**config.mk**
```make
export PLATFORM = sky130hd
export DESIGN_NAME = service_decode
export DESIGN_NICKNAME = d
export VERILOG_FILES = /design/src/design/decode_pkg.sv /design/src/design/service_decode.sv
export VERILOG_INCLUDE_DIRS = /design/src /design/src/design
export SDC_FILE = /design/constraint.sdc
export NUM_CORES = 2
export LEC_CHECK = 0
export BUFFER_PORTS_ARGS = -buffer_cell sky130_fd_sc_hd__buf_2
export CORE_ASPECT_RATIO = 2
export CORE_MARGIN = 3
export CORE_UTILIZATION = 36
export CTS_BUF_LIST = sky130_fd_sc_hd__clkbuf_4 sky130_fd_sc_hd__clkbuf_8
export CTS_CLUSTER_DIAMETER = 150
export CTS_CLUSTER_SIZE = 8
export DETAILED_ROUTE_END_ITERATION = 10
export GPL_ROUTABILITY_DRIVEN = 1
export RECOVER_POWER = 50
export SETUP_SLACK_MARGIN = 0.3
export SYNTH_ARGS = -nofsm -noshare
export SYNTH_HDL_FRONTEND = slang
export SYNTH_SLANG_ARGS = --single-unit
```
**constraint.sdc**
```tcl
create_clock -name ref_clk -period 6.5 [get_ports ref_clk]
set_input_delay 0.975 -clock ref_clk [delete_from_list [all_inputs] [get_ports ref_clk]]
set_output_delay 0.975 -clock ref_clk [all_outputs]
set_load 0.05 [all_outputs]
```
**src/design/decode_regs.svh**
```systemverilog
// register offsets, status bit positions and reset values
// assumes a 32-bit AHB-Lite slave decoding haddr[7:0]
`ifndef DECODE_REGS_SVH
`define DECODE_REGS_SVH
`define INSTR_OFS 8'h00
`define STAT_OFS 8'h04
`define LOCAL_STORE_OFS 8'h40
`define ST_BUSY 0
`define ST_INVAL 1
`define ST_CARRY 2
`define ST_ZERO 3
`define ST_ONES 4
`define ST_LOW 5
`define INSTR_RST 16'h0000
`define INC_ONE 16'h0001
`define INC_TWO 16'h0002
`define DEC_ONE 16'hFFFF
`endif

```
**src/design/decode_pkg.sv**
```systemverilog
// types shared by the service processor decoder and its bench
// assumes nothing beyond a SystemVerilog compiler
`default_nettype none
package decode_pkg;
  typedef enum logic [2:0] {
    S_IDLE = 3'b001,
    S_EXEC = 3'b010,
    S_MEM = 3'b100
  } fsm_t;
  typedef enum logic [1:0] {
    SP_MAIN = 2'b00,
    SP_CTRL = 2'b01,
    SP_MPROC = 2'b10
  } space_t;
  typedef enum logic [1:0] {
    LN_LOW = 2'b00,
    LN_HIGH = 2'b01,
    LN_WORD = 2'b10
  } lane_t;
  typedef struct packed {
    logic req;
    logic write;
    logic wide;
    space_t space;
    logic [15:0] addr;
    logic [15:0] wdata;
  } mem_req_t;
  typedef struct packed {
    logic ack;
    logic [15:0] rdata;
  } mem_ans_t;
  typedef struct packed {
    logic low;
    logic ones;
    logic zero;
    logic carry;
  } flags_t;
  typedef struct packed {
    fsm_t fsm;
    logic [15:0] instr;
    mem_req_t mem;
    logic ldEn;
    logic [2:0] ldReg;
    lane_t ldLane;
    logic updEn;
    logic [2:0] updReg;
    logic [15:0] delta;
    flags_t flags;
    logic invalid;
    logic [7:0][15:0] localStoreReg;
    logic wrPend;
    logic [7:0] wrAddr;
    logic [31:0] hrdata;
    logic hready;
    logic hresp;
  } state_t;
endpackage
`default_nettype wire

```
**src/design/service_decode.sv**
```systemverilog
// service processor decoder for opcodes 4 to 7, with AHB-Lite registers
// assumes one clock; storage partner answers on memAns in the same domain
//
// Behaviour
// - sub-op 8 loads main byte, optional increment
// - sub-op 9 reads processor or main byte
// - sub-op A loads control word or byte
// - sub-op b low reads word, decrements
// - sub-op b high: main pair or control byte
// - sub-op C stores main byte, optional increment
// - sub-op d writes chosen byte, decrements
// - sub-op E stores to control storage
// - sub-op F low writes word, decrements
// - sub-op F high: main pair or control byte
// - opcode 5 tests register byte with mask
// - sub-op 0 adds field plus one
// - sub-op 8 subtracts field plus one
// - sub-ops 1 to 7 logical and compare
// - sub-ops 9, b, C, E arithmetic
// - shift left is add to itself
// - opcode 7 mixed width subtract and add
// - opcode 7 immediate processor register transfer
// - select bits choose work register and byte
`default_nettype none
`include "decode_regs.svh"
module service_decode (
  // clock and reset
  input wire logic ref_clk,
  input wire logic rst_n,
  // ahb-lite slave
  input wire logic hsel,
  input wire logic [31:0] haddr,
  input wire logic [1:0] htrans,
  input wire logic hwrite,
  input wire logic [2:0] hsize,
  input wire logic [31:0] hwdata,
  input wire logic hready,
  output logic hreadyout,
  output logic hresp,
  output logic [31:0] hrdata,
  // storage and processor register port
  output decode_pkg::mem_req_t memReq,
  input wire decode_pkg::mem_ans_t memAns
);
  import decode_pkg::*;

  state_t s_ff;
  state_t nxt_s;

  assign hreadyout = s_ff.hready;
  assign hresp = s_ff.hresp;
  assign hrdata = s_ff.hrdata;
  assign memReq = s_ff.mem;

  // ************************************
  // next state
  // ************************************
  always_comb begin
    logic [3:0] op;
    logic xb;
    logic [2:0] dataRegSel;
    logic [3:0] sub;
    logic b12;
    logic [2:0] addrRegSel;
    logic [15:0] aW;
    logic [15:0] bW;
    logic [7:0] bSel;
    logic [15:0] a;
    logic [15:0] b;
    logic [16:0] r17;
    logic [15:0] res;
    logic cin;
    logic aluOk;
    logic aluWr;
    logic arith;
    logic dOk;
    logic dWr;
    logic dWide;
    space_t dSp;
    lane_t dLane;
    logic [15:0] dDelta;
    logic [7:0] tByte;
    logic [31:0] rdv;
    logic [15:0] ld;
    logic addrPh;
    op = s_ff.instr[15:12];
    xb = s_ff.instr[11];
    dataRegSel = s_ff.instr[10:8];
    sub = s_ff.instr[7:4];
    b12 = s_ff.instr[3];
    addrRegSel = s_ff.instr[2:0];
    aW = s_ff.localStoreReg[dataRegSel];
    bW = s_ff.localStoreReg[addrRegSel];
    bSel = b12 ? bW[15:8] : bW[7:0];
    a = '0;
    b = '0;
    r17 = '0;
    res = '0;
    cin = 1'b0;
    aluOk = 1'b1;
    aluWr = 1'b1;
    arith = 1'b0;
    dOk = 1'b1;
    dWr = 1'b0;
    dWide = 1'b0;
    dSp = SP_MAIN;
    dLane = LN_LOW;
    dDelta = '0;
    tByte = xb ? aW[15:8] : aW[7:0];
    rdv = '0;
    ld = '0;
    addrPh = hsel & htrans[1] & hready;
    nxt_s = s_ff;
    nxt_s.hready = 1'b1;
    nxt_s.hresp = 1'b0;

    // ************************************
    // opcode 4 transfer decode
    // ************************************
    case (sub)
      4'h8: begin
        dDelta = b12 ? `INC_ONE : '0;
      end
      4'h9: begin
        dSp = b12 ? SP_MAIN : SP_MPROC;
        dDelta = `DEC_ONE;
      end
      4'hA: begin
        dSp = SP_CTRL;
        dLane = xb ? LN_HIGH : LN_WORD;
        dWide = ~xb;
        dDelta = b12 ? `INC_ONE : '0;
      end
      4'hB, 4'hF: begin
        dWr = sub[2];
        if (!xb) begin
          dSp = b12 ? SP_CTRL : SP_MPROC;
          dWide = 1'b1;
          dLane = LN_WORD;
          dDelta = `DEC_ONE;
        end else if (b12) begin
          dSp = SP_CTRL;
          dLane = LN_HIGH;
          dDelta = `DEC_ONE;
        end else begin
          dWide = 1'b1;
          dLane = LN_WORD;
          dDelta = `INC_TWO;
        end
      end
      4'hC: begin
        dWr = 1'b1;
        dDelta = b12 ? `INC_ONE : '0;
      end
      4'hD: begin
        dWr = 1'b1;
        dSp = b12 ? SP_MAIN : SP_MPROC;
        dLane = xb ? LN_HIGH : LN_LOW;
        dDelta = `DEC_ONE;
      end
      4'hE: begin
        dWr = 1'b1;
        dSp = SP_CTRL;
        if (xb) begin
          dLane = LN_HIGH;
          dDelta = b12 ? `INC_ONE : '0;
        end else begin
          dLane = LN_WORD;
          dWide = 1'b1;
          dDelta = b12 ? `DEC_ONE : '0;
        end
      end
      default: begin
        dOk = 1'b0;
      end
    endcase

    // ************************************
    // opcode 6 and 7 operands and alu
    // ************************************
    // byte ops work zero-extended so the carry lands in bit 8
    a = (op == 4'h6) ? {8'h00, tByte} : aW;
    if (sub == 4'h0 || sub == 4'h8) begin
      b = {12'h000, s_ff.instr[3:0]} + 16'h0001;
    end else if (op == 4'h6 || sub == 4'hA || sub == 4'hD) begin
      b = {8'h00, bSel};
    end else begin
      b = bW;
    end
    if (op == 4'h6) begin
      aluOk = !(sub == 4'hA || sub == 4'hD || sub == 4'hF);
    end else if (!(sub == 4'h0 || sub == 4'h8 || sub == 4'hA || sub == 4'hD)) begin
      aluOk = !b12 && sub != 4'hF;
    end
    cin = (sub == 4'h9 || sub == 4'hE) & s_ff.flags.carry;
    case (sub)
      4'h1: res = a ^ b;
      4'h2: res = b;
      4'h3: res = a | b;
      4'h4: begin
        aluWr = 1'b0;
        r17 = {1'b0, a} - {1'b0, b};
        res = r17[15:0];
      end
      4'h5: res = a & ~b;
      4'h6: res = a & b;
      4'h7: res = a | ~b;
      // shift left is the add case with both operands the same byte
      4'h0, 4'h9, 4'hB, 4'hD: begin
        arith = 1'b1;
        r17 = {1'b0, a} + {1'b0, b} + {16'h0000, cin};
        res = r17[15:0];
      end
      default: begin
        arith = 1'b1;
        r17 = {1'b0, a} - {1'b0, b} - {16'h0000, cin};
        res = r17[15:0];
      end
    endcase

    // ************************************
    // sequencer
    // ************************************
    unique case (s_ff.fsm)
      S_IDLE: begin
      end
      S_EXEC: begin
        nxt_s.fsm = S_IDLE;
        if (op == 4'h4 && dOk) begin
          nxt_s.fsm = S_MEM;
          nxt_s.mem.req = 1'b1;
          nxt_s.mem.write = dWr;
          nxt_s.mem.wide = dWide;
          nxt_s.mem.space = dSp;
          nxt_s.mem.addr = bW;
          nxt_s.mem.wdata = (dLane == LN_WORD) ? aW : {8'h00, (dLane == LN_HIGH) ? aW[15:8] : aW[7:0]};
          nxt_s.ldEn = ~dWr;
          nxt_s.ldReg = dataRegSel;
          nxt_s.ldLane = dLane;
          nxt_s.updEn = (dDelta != 16'h0000);
          nxt_s.updReg = addrRegSel;
          nxt_s.delta = dDelta;
        end else if (op == 4'h7 && xb) begin
          nxt_s.fsm = S_MEM;
          nxt_s.mem.req = 1'b1;
          nxt_s.mem.write = s_ff.instr[8];
          nxt_s.mem.wide = 1'b0;
          nxt_s.mem.space = SP_MPROC;
          nxt_s.mem.addr = {8'h00, s_ff.instr[7:0]};
          ld = s_ff.localStoreReg[{2'b00, s_ff.instr[10]}];
          nxt_s.mem.wdata = {8'h00, s_ff.instr[9] ? ld[15:8] : ld[7:0]};
          nxt_s.ldEn = ~s_ff.instr[8];
          nxt_s.ldReg = {2'b00, s_ff.instr[10]};
          nxt_s.ldLane = s_ff.instr[9] ? LN_HIGH : LN_LOW;
          nxt_s.updEn = 1'b0;
        end else if (op == 4'h5) begin
          nxt_s.flags.zero = (tByte & s_ff.instr[7:0]) == 8'h00;
          nxt_s.flags.ones = (tByte & s_ff.instr[7:0]) == s_ff.instr[7:0];
        end else if ((op == 4'h6 || op == 4'h7) && aluOk) begin
          if (arith) begin
            nxt_s.flags.carry = (op == 4'h6) ? r17[8] : r17[16];
          end
          nxt_s.flags.zero = (op == 4'h6) ? (res[7:0] == 8'h00) : (res == 16'h0000);
          if (!aluWr) begin
            nxt_s.flags.low = (op == 4'h6) ? r17[8] : r17[16];
          end else if (op == 4'h7) begin
            nxt_s.localStoreReg[dataRegSel] = res;
          end else if (xb) begin
            nxt_s.localStoreReg[dataRegSel][15:8] = res[7:0];
          end else begin
            nxt_s.localStoreReg[dataRegSel][7:0] = res[7:0];
          end
        end else begin
          nxt_s.invalid = 1'b1;
        end
      end
      S_MEM: begin
        if (memAns.ack) begin
          nxt_s.mem.req = 1'b0;
          nxt_s.fsm = S_IDLE;
          if (s_ff.updEn) begin
            nxt_s.localStoreReg[s_ff.updReg] = s_ff.localStoreReg[s_ff.updReg] + s_ff.delta;
          end
          // a load into the address register wins over its update
          if (s_ff.ldEn) begin
            unique case (s_ff.ldLane)
              LN_LOW: nxt_s.localStoreReg[s_ff.ldReg][7:0] = memAns.rdata[7:0];
              LN_HIGH: nxt_s.localStoreReg[s_ff.ldReg][15:8] = memAns.rdata[7:0];
              LN_WORD: nxt_s.localStoreReg[s_ff.ldReg] = memAns.rdata;
              default: nxt_s.localStoreReg[s_ff.ldReg] = memAns.rdata;
            endcase
          end
        end
      end
      default: begin
        nxt_s.fsm = S_IDLE;
      end
    endcase

    // ************************************
    // ahb-lite register access
    // ************************************
    // writes land in the data phase; ignored while an instruction runs
    if (s_ff.wrPend && s_ff.fsm == S_IDLE) begin
      if (s_ff.wrAddr == `INSTR_OFS) begin
        nxt_s.instr = hwdata[15:0];
        nxt_s.fsm = S_EXEC;
        nxt_s.invalid = 1'b0;
      end else if (s_ff.wrAddr[7:5] == `LOCAL_STORE_OFS >> 5) begin
        nxt_s.localStoreReg[s_ff.wrAddr[4:2]] = hwdata[15:0];
      end
    end
    nxt_s.wrPend = addrPh & hwrite;
    nxt_s.wrAddr = haddr[7:0];
    if (haddr[7:0] == `INSTR_OFS) begin
      rdv[15:0] = s_ff.instr;
    end else if (haddr[7:0] == `STAT_OFS) begin
      rdv[`ST_BUSY] = s_ff.fsm != S_IDLE;
      rdv[`ST_INVAL] = s_ff.invalid;
      rdv[`ST_CARRY] = s_ff.flags.carry;
      rdv[`ST_ZERO] = s_ff.flags.zero;
      rdv[`ST_ONES] = s_ff.flags.ones;
      rdv[`ST_LOW] = s_ff.flags.low;
    end else if (haddr[7:5] == `LOCAL_STORE_OFS >> 5) begin
      rdv[15:0] = s_ff.localStoreReg[haddr[4:2]];
    end
    nxt_s.hrdata = (addrPh && !hwrite) ? rdv : 32'h0000_0000;
  end

  // ************************************
  // state register
  // ************************************
  always_ff @(posedge ref_clk or negedge rst_n) begin
    if (!rst_n) begin
      s_ff <= '0;
      s_ff.fsm <= S_IDLE;
      s_ff.instr <= `INSTR_RST;
    end else begin
      s_ff <= nxt_s;
    end
  end

endmodule
`default_nettype wire

```
==> summary.txt <==
FLOORPLANNING
--------------------------------------------------------------------------------------------------
DIE HEIGHT                                                                                367.5 µm
Initial cell density of the core                                                            0.3634
Die extent in x                                                                           186.8 µm
Number of rows created at floorplan                                                            132
Core ar.                                                                                64,740 µm²
IO Pins                                                                                        162
DIE AREA                                                                                68,640 µm²

TIMING
--------------------------------------------------------------------------------------------------
Setup violation total in the final timing report                                                 0
Number of slew-limit violations in the final report                                            167
Achievable frequency                                                                     168.1 MHz
Period utilization                                                                          0.9150
Final setup skew                                                                        0.08384 ns
Setup repair after global routing missed its margin                                             no
Rel. slew slack                                                                             -2.693
Transition time at the pin with the least slew margin                                     5.539 ns
Hold Violations, Final                                                                           0
Sum of negative setup slack                                                                   0 ns
Min cycle time layout                                                                     5.948 ns

LOGIC SYNTHESIS
--------------------------------------------------------------------------------------------------
Share of synthesized area occupied by flip-flops and latches                                0.2426
Most instantiated flip-flop cell in the synthesis netlist                             sky130_fd_sc_hd__dfrtp_1
Share of synthesized flip-flops with an asynchronous set or reset                            1.000
Mapped Area                                                                             23,530 µm²
Number of enable flip-flop cells after synthesis                                                 0
Proportion of netlist area held by the largest area contributor                             0.2414
Count of synthesis-stage warnings from yosys                                                     0
Leading area contributor after synthesis                                              sky130_fd_sc_hd__dfrtp_1
Synthesized flop and latch total                                                               228
Cells taking the most area after synthesis                                            sky130_fd_sc_hd__dfrtp_1 (24%), sky130_fd_sc_hd__mux4_2 (11%), sky130_fd_sc_hd__o21ai_0 (5.9%)
Unique cell type count in the Yosys netlist                                                     92
Cells after Synth                                                                            2,990
Average cell area after synthesis                                                        7.869 µm²

SETUP PATH
--------------------------------------------------------------------------------------------------
Worst EP arrival                                                                           6.46 ns
Worst reg2reg path startpoint                                                         s_ff[239]$_DFFE_PN0P_
Worst Reg2Reg Path Length in Cells                                                              22
Critical path data required time                                                           7.01 ns
Largest stage delay on the critical path                                                   0.55 ns
Critical path buffers and inverters                                                              5
Startpoint Class                                                                          register
Setup slack on the worst flop-to-flop path                                                 0.55 ns
Cells traversed along the worst timing path                                           buf_12 > mux4_2 > mux2i_1 > buf_4 > mux2i_2 > a21o_1 > ha_1 > fa_1 > nor2b_1 > o2111ai_1 > a21o_1 > a211oi_1 > nor2_1 > nor4_2 > buf_4 > nand4_1 > xnor2_1 > a221oi_1 > buf_4 > o21ai_0 > buf_4 > mux2_2
Worst setup path start                                                                s_ff[239]$_DFFE_PN0P_
Endpoint class of the critical path                                                       register
Worst reg2reg endpoint                                                                s_ff[172]$_DFFE_PN0P_
Highest net fanout along the worst path                                                         28
Cell repeated most along the worst path                                               sky130_fd_sc_hd__buf_4
Crit path max-delay cell type                                                         sky130_fd_sc_hd__mux4_2
Worst setup path class                                                                     reg2reg
Dominant delay contributor by cell family on the critical path                        compound AO/OA/AOI/OAI gates

FINAL LAYOUT
--------------------------------------------------------------------------------------------------
Number of fill cells                                                                         6,869
Synthesis-to-layout area growth                                                             10.88%
Sequential cell area in the final layout                                                  5718 µm²
Total Nets Final                                                                             3,191
Most common library cell in the layout ignoring fill and taps                         sky130_fd_sc_hd__nand2_1
Most frequent cells in the layout                                                     sky130_fd_sc_hd__nand2_1 (363), sky130_fd_sc_hd__nor2_1 (357), sky130_fd_sc_hd__o21ai_0 (276), sky130_fd_sc_hd__a21oi_1 (270), sky130_fd_sc_hd__dfrtp_1 (220)
Finished Core Util                                                                          0.4029
Fraction of final layout cells sized beyond drive strength 1                                0.1804
Area of the multi-input gates                                                           16,270 µm²

CLOCK TREE
--------------------------------------------------------------------------------------------------
Clock sink count                                                                               228
Clock root buffer master                                                              sky130_fd_sc_hd__clkbuf_8
Clock transition time at the flip-flop clock pins of the worst setup and hold paths        0.08 ns
Insertion delay of the later-clocked pin in the worst-skew pair                            0.70 ns
CTS tree                                                                                      done
CTS buffer count                                                                                34
Clock Tree Buf Depth                                                                             3
Post-CTS setup buffers                                                                           0
Maximum level of the CTS H-tree                                                                  2

GLOBAL ROUTING
--------------------------------------------------------------------------------------------------
First-pass GRT wire length                                                              207,100 µm
Combined global-route utilization of all metal layers                                       0.4241
Pin count of the biggest net entering global routing                                           129
Antenna violations before repair                                                                26
Via count of the first global-routing pass                                                  26,760
Final global-route overflow total                                                                0

MIN PATH
--------------------------------------------------------------------------------------------------
Worst hold path stage count                                                                      1
Worst min-delay path startpoint                                                           haddr[7]
End of the worst hold path                                                            s_ff[41]$_DFF_PN0_
Path category of the worst min-delay check                                                  in2reg

OUTCOME
--------------------------------------------------------------------------------------------------
Result of the run                                                                     complete, but fails checks
Violated checks                                                                       max-capacitance violations, max-slew violations

PWR
--------------------------------------------------------------------------------------------------
Worst supply voltage drop on vdd                                                          119.2 µV
Leakage power of the design                                                               10.59 nW
Power per standard cell area                                                          168.0 nW/µm²

ROUTING
--------------------------------------------------------------------------------------------------
Drt total wl                                                                            148,800 µm
Total vias in the final route                                                               27,860
Average wire length per cell after detail routing                                         37.76 µm
DR iter-0 viols                                                                              3,671
Detailed-route vias per instance                                                             7.070
DRC Markers                                                                                      0
Detailed-routing iteration count for the pre-antenna-repair pass                                 6
Number of routed nets with antenna violations                                                    0

PLACED DESIGN
--------------------------------------------------------------------------------------------------
Routability cong.                                                                            1.124
Number of buffer cells added on primary ports                                                  100
Total half-perimeter wirelength after legalization and detailed placement               106,700 µm

FLOW RUN
--------------------------------------------------------------------------------------------------
Max-cap violations                                                                               6

[cell families (layout without fill, tap and decap cells)]
family | count (synthesis) | in the layout | synth area share
other | 2 | 34 | 0.0003192
multiplexers | 227 | 227 | 0.1619
adder cells (fa/ha/maj) | 54 | 54 | 0.02999
AND/OR/NAND/NOR | 1005 | 1005 | 0.1850
XOR/XNOR | 40 | 40 | 0.01489
flip-flops | 228 | 228 | 0.2426
AO/OA/AOI/OAI | 1068 | 1068 | 0.2941
buffers and inverters | 366 | 414 | 0.07115
[how the worst max path moves through the flow]
stage / end / slack, ns / cells after the start
CTS: s_ff[57]$_DFF_PN0_ / 0.52 / 21
floorplan: s_ff[170]$_DFF_PN0_ / 1.08 / 23
global route: s_ff[56]$_DFF_PN0_ / 0.24 / 1
global placement: s_ff[57]$_DFF_PN0_ / 0.61 / 21
detailed placement: s_ff[57]$_DFF_PN0_ / 0.59 / 21
finish: s_ff[172]$_DFFE_PN0P_ / 0.55 / 22
[synth_stat cells, types with 13 or more instances]
| master | instances |
|---|---|
| sky130_fd_sc_hd__nor2b_1 | 15 |
| sky130_fd_sc_hd__a22oi_1 | 28 |
| sky130_fd_sc_hd__o31ai_1 | 26 |
| sky130_fd_sc_hd__a221oi_1 | 52 |
| sky130_fd_sc_hd__xnor2_1 | 25 |
| sky130_fd_sc_hd__mux2_2 | 45 |
| sky130_fd_sc_hd__mux4_2 | 117 |
| sky130_fd_sc_hd__nand2b_1 | 26 |
| sky130_fd_sc_hd__a31oi_1 | 47 |
| sky130_fd_sc_hd__a211oi_1 | 34 |
| sky130_fd_sc_hd__nor3_1 | 46 |
| sky130_fd_sc_hd__mux2i_1 | 63 |
| sky130_fd_sc_hd__nand2_1 | 366 |
| sky130_fd_sc_hd__o22a_1 | 23 |
| sky130_fd_sc_hd__a21o_1 | 16 |
| sky130_fd_sc_hd__ha_1 | 50 |
| sky130_fd_sc_hd__o21ai_0 | 276 |
| sky130_fd_sc_hd__clkbuf_1 | 198 |
| sky130_fd_sc_hd__nor2_1 | 359 |
| sky130_fd_sc_hd__o221ai_1 | 49 |
| sky130_fd_sc_hd__xor2_1 | 15 |
| sky130_fd_sc_hd__buf_1 | 20 |
| sky130_fd_sc_hd__a32oi_1 | 18 |
| sky130_fd_sc_hd__inv_1 | 54 |
| sky130_fd_sc_hd__o211ai_1 | 72 |
| sky130_fd_sc_hd__buf_2 | 20 |
| sky130_fd_sc_hd__and3_1 | 13 |
| sky130_fd_sc_hd__buf_4 | 71 |
| sky130_fd_sc_hd__a21oi_1 | 271 |
| sky130_fd_sc_hd__o22ai_1 | 31 |
| sky130_fd_sc_hd__dfrtp_1 | 227 |
| sky130_fd_sc_hd__or2_2 | 16 |
| sky130_fd_sc_hd__nand3_1 | 94 |
[through the flow]
stage               setup slack [ns]  hold WS (ns)  cells  power, mW  area [µm²]
CTS                           0.5208        0.4674   3923      4.255       26020
finish                        0.5522        0.4471   3941      4.382       26090
detailed placement            0.5851        0.4581   3879      3.017       25440
global placement              0.6118        0.4584   3879      3.009       25440
floorplan                      1.079        0.4476   3006      2.392       23590
global route                  0.2403        0.4403   3933      4.485       26070
[layout make-up]
type / count / area share
Sequential cell: 228 / 0.2192
Tap cell: 871 / 0.04177
Inverter: 55 / 0.007914
Clock buffer: 43 / 0.02125
Multi-Input combinational cell: 2412 / 0.6238
Antenna cell: 16 / 0.001535
Clock inverter: 1 / 0.001151
Timing Repair Buffer: 315 / 0.08341
[state kept, by name, indices dropped and copies added, names as in the netlist]
signal,cells
memReq,37
s_ff,174
hreadyout,1
hrdata,16
[power breakdown]
part,total (mW),internal [mW],switching [mW]
Sequential,1.64,1.48,0.162
Combinational,1.47,0.546,0.920
Clock,1.27,0.583,0.691
Total,4.38,2.61,1.77
[layer usage]
metal / vias to the layer above / global-route usage / wire (µm)
li1: 11300 / - / -
met1: 13250 / 0.4177 / 44810
met2: 2310 / 0.6529 / 65420
met3: 988 / 0.1543 / 17180
met4: 18 / 0.4675 / 21290
met5: - / 0 / 130
[what timing repair did]
action / in CTS / in global routing
hold buffers: 0 / 0
hold endpoints to repair: 0 / 0
resized for setup: 0 / 5
setup endpoints to repair: 0 / 10
(Power assumes the default switching activity.)
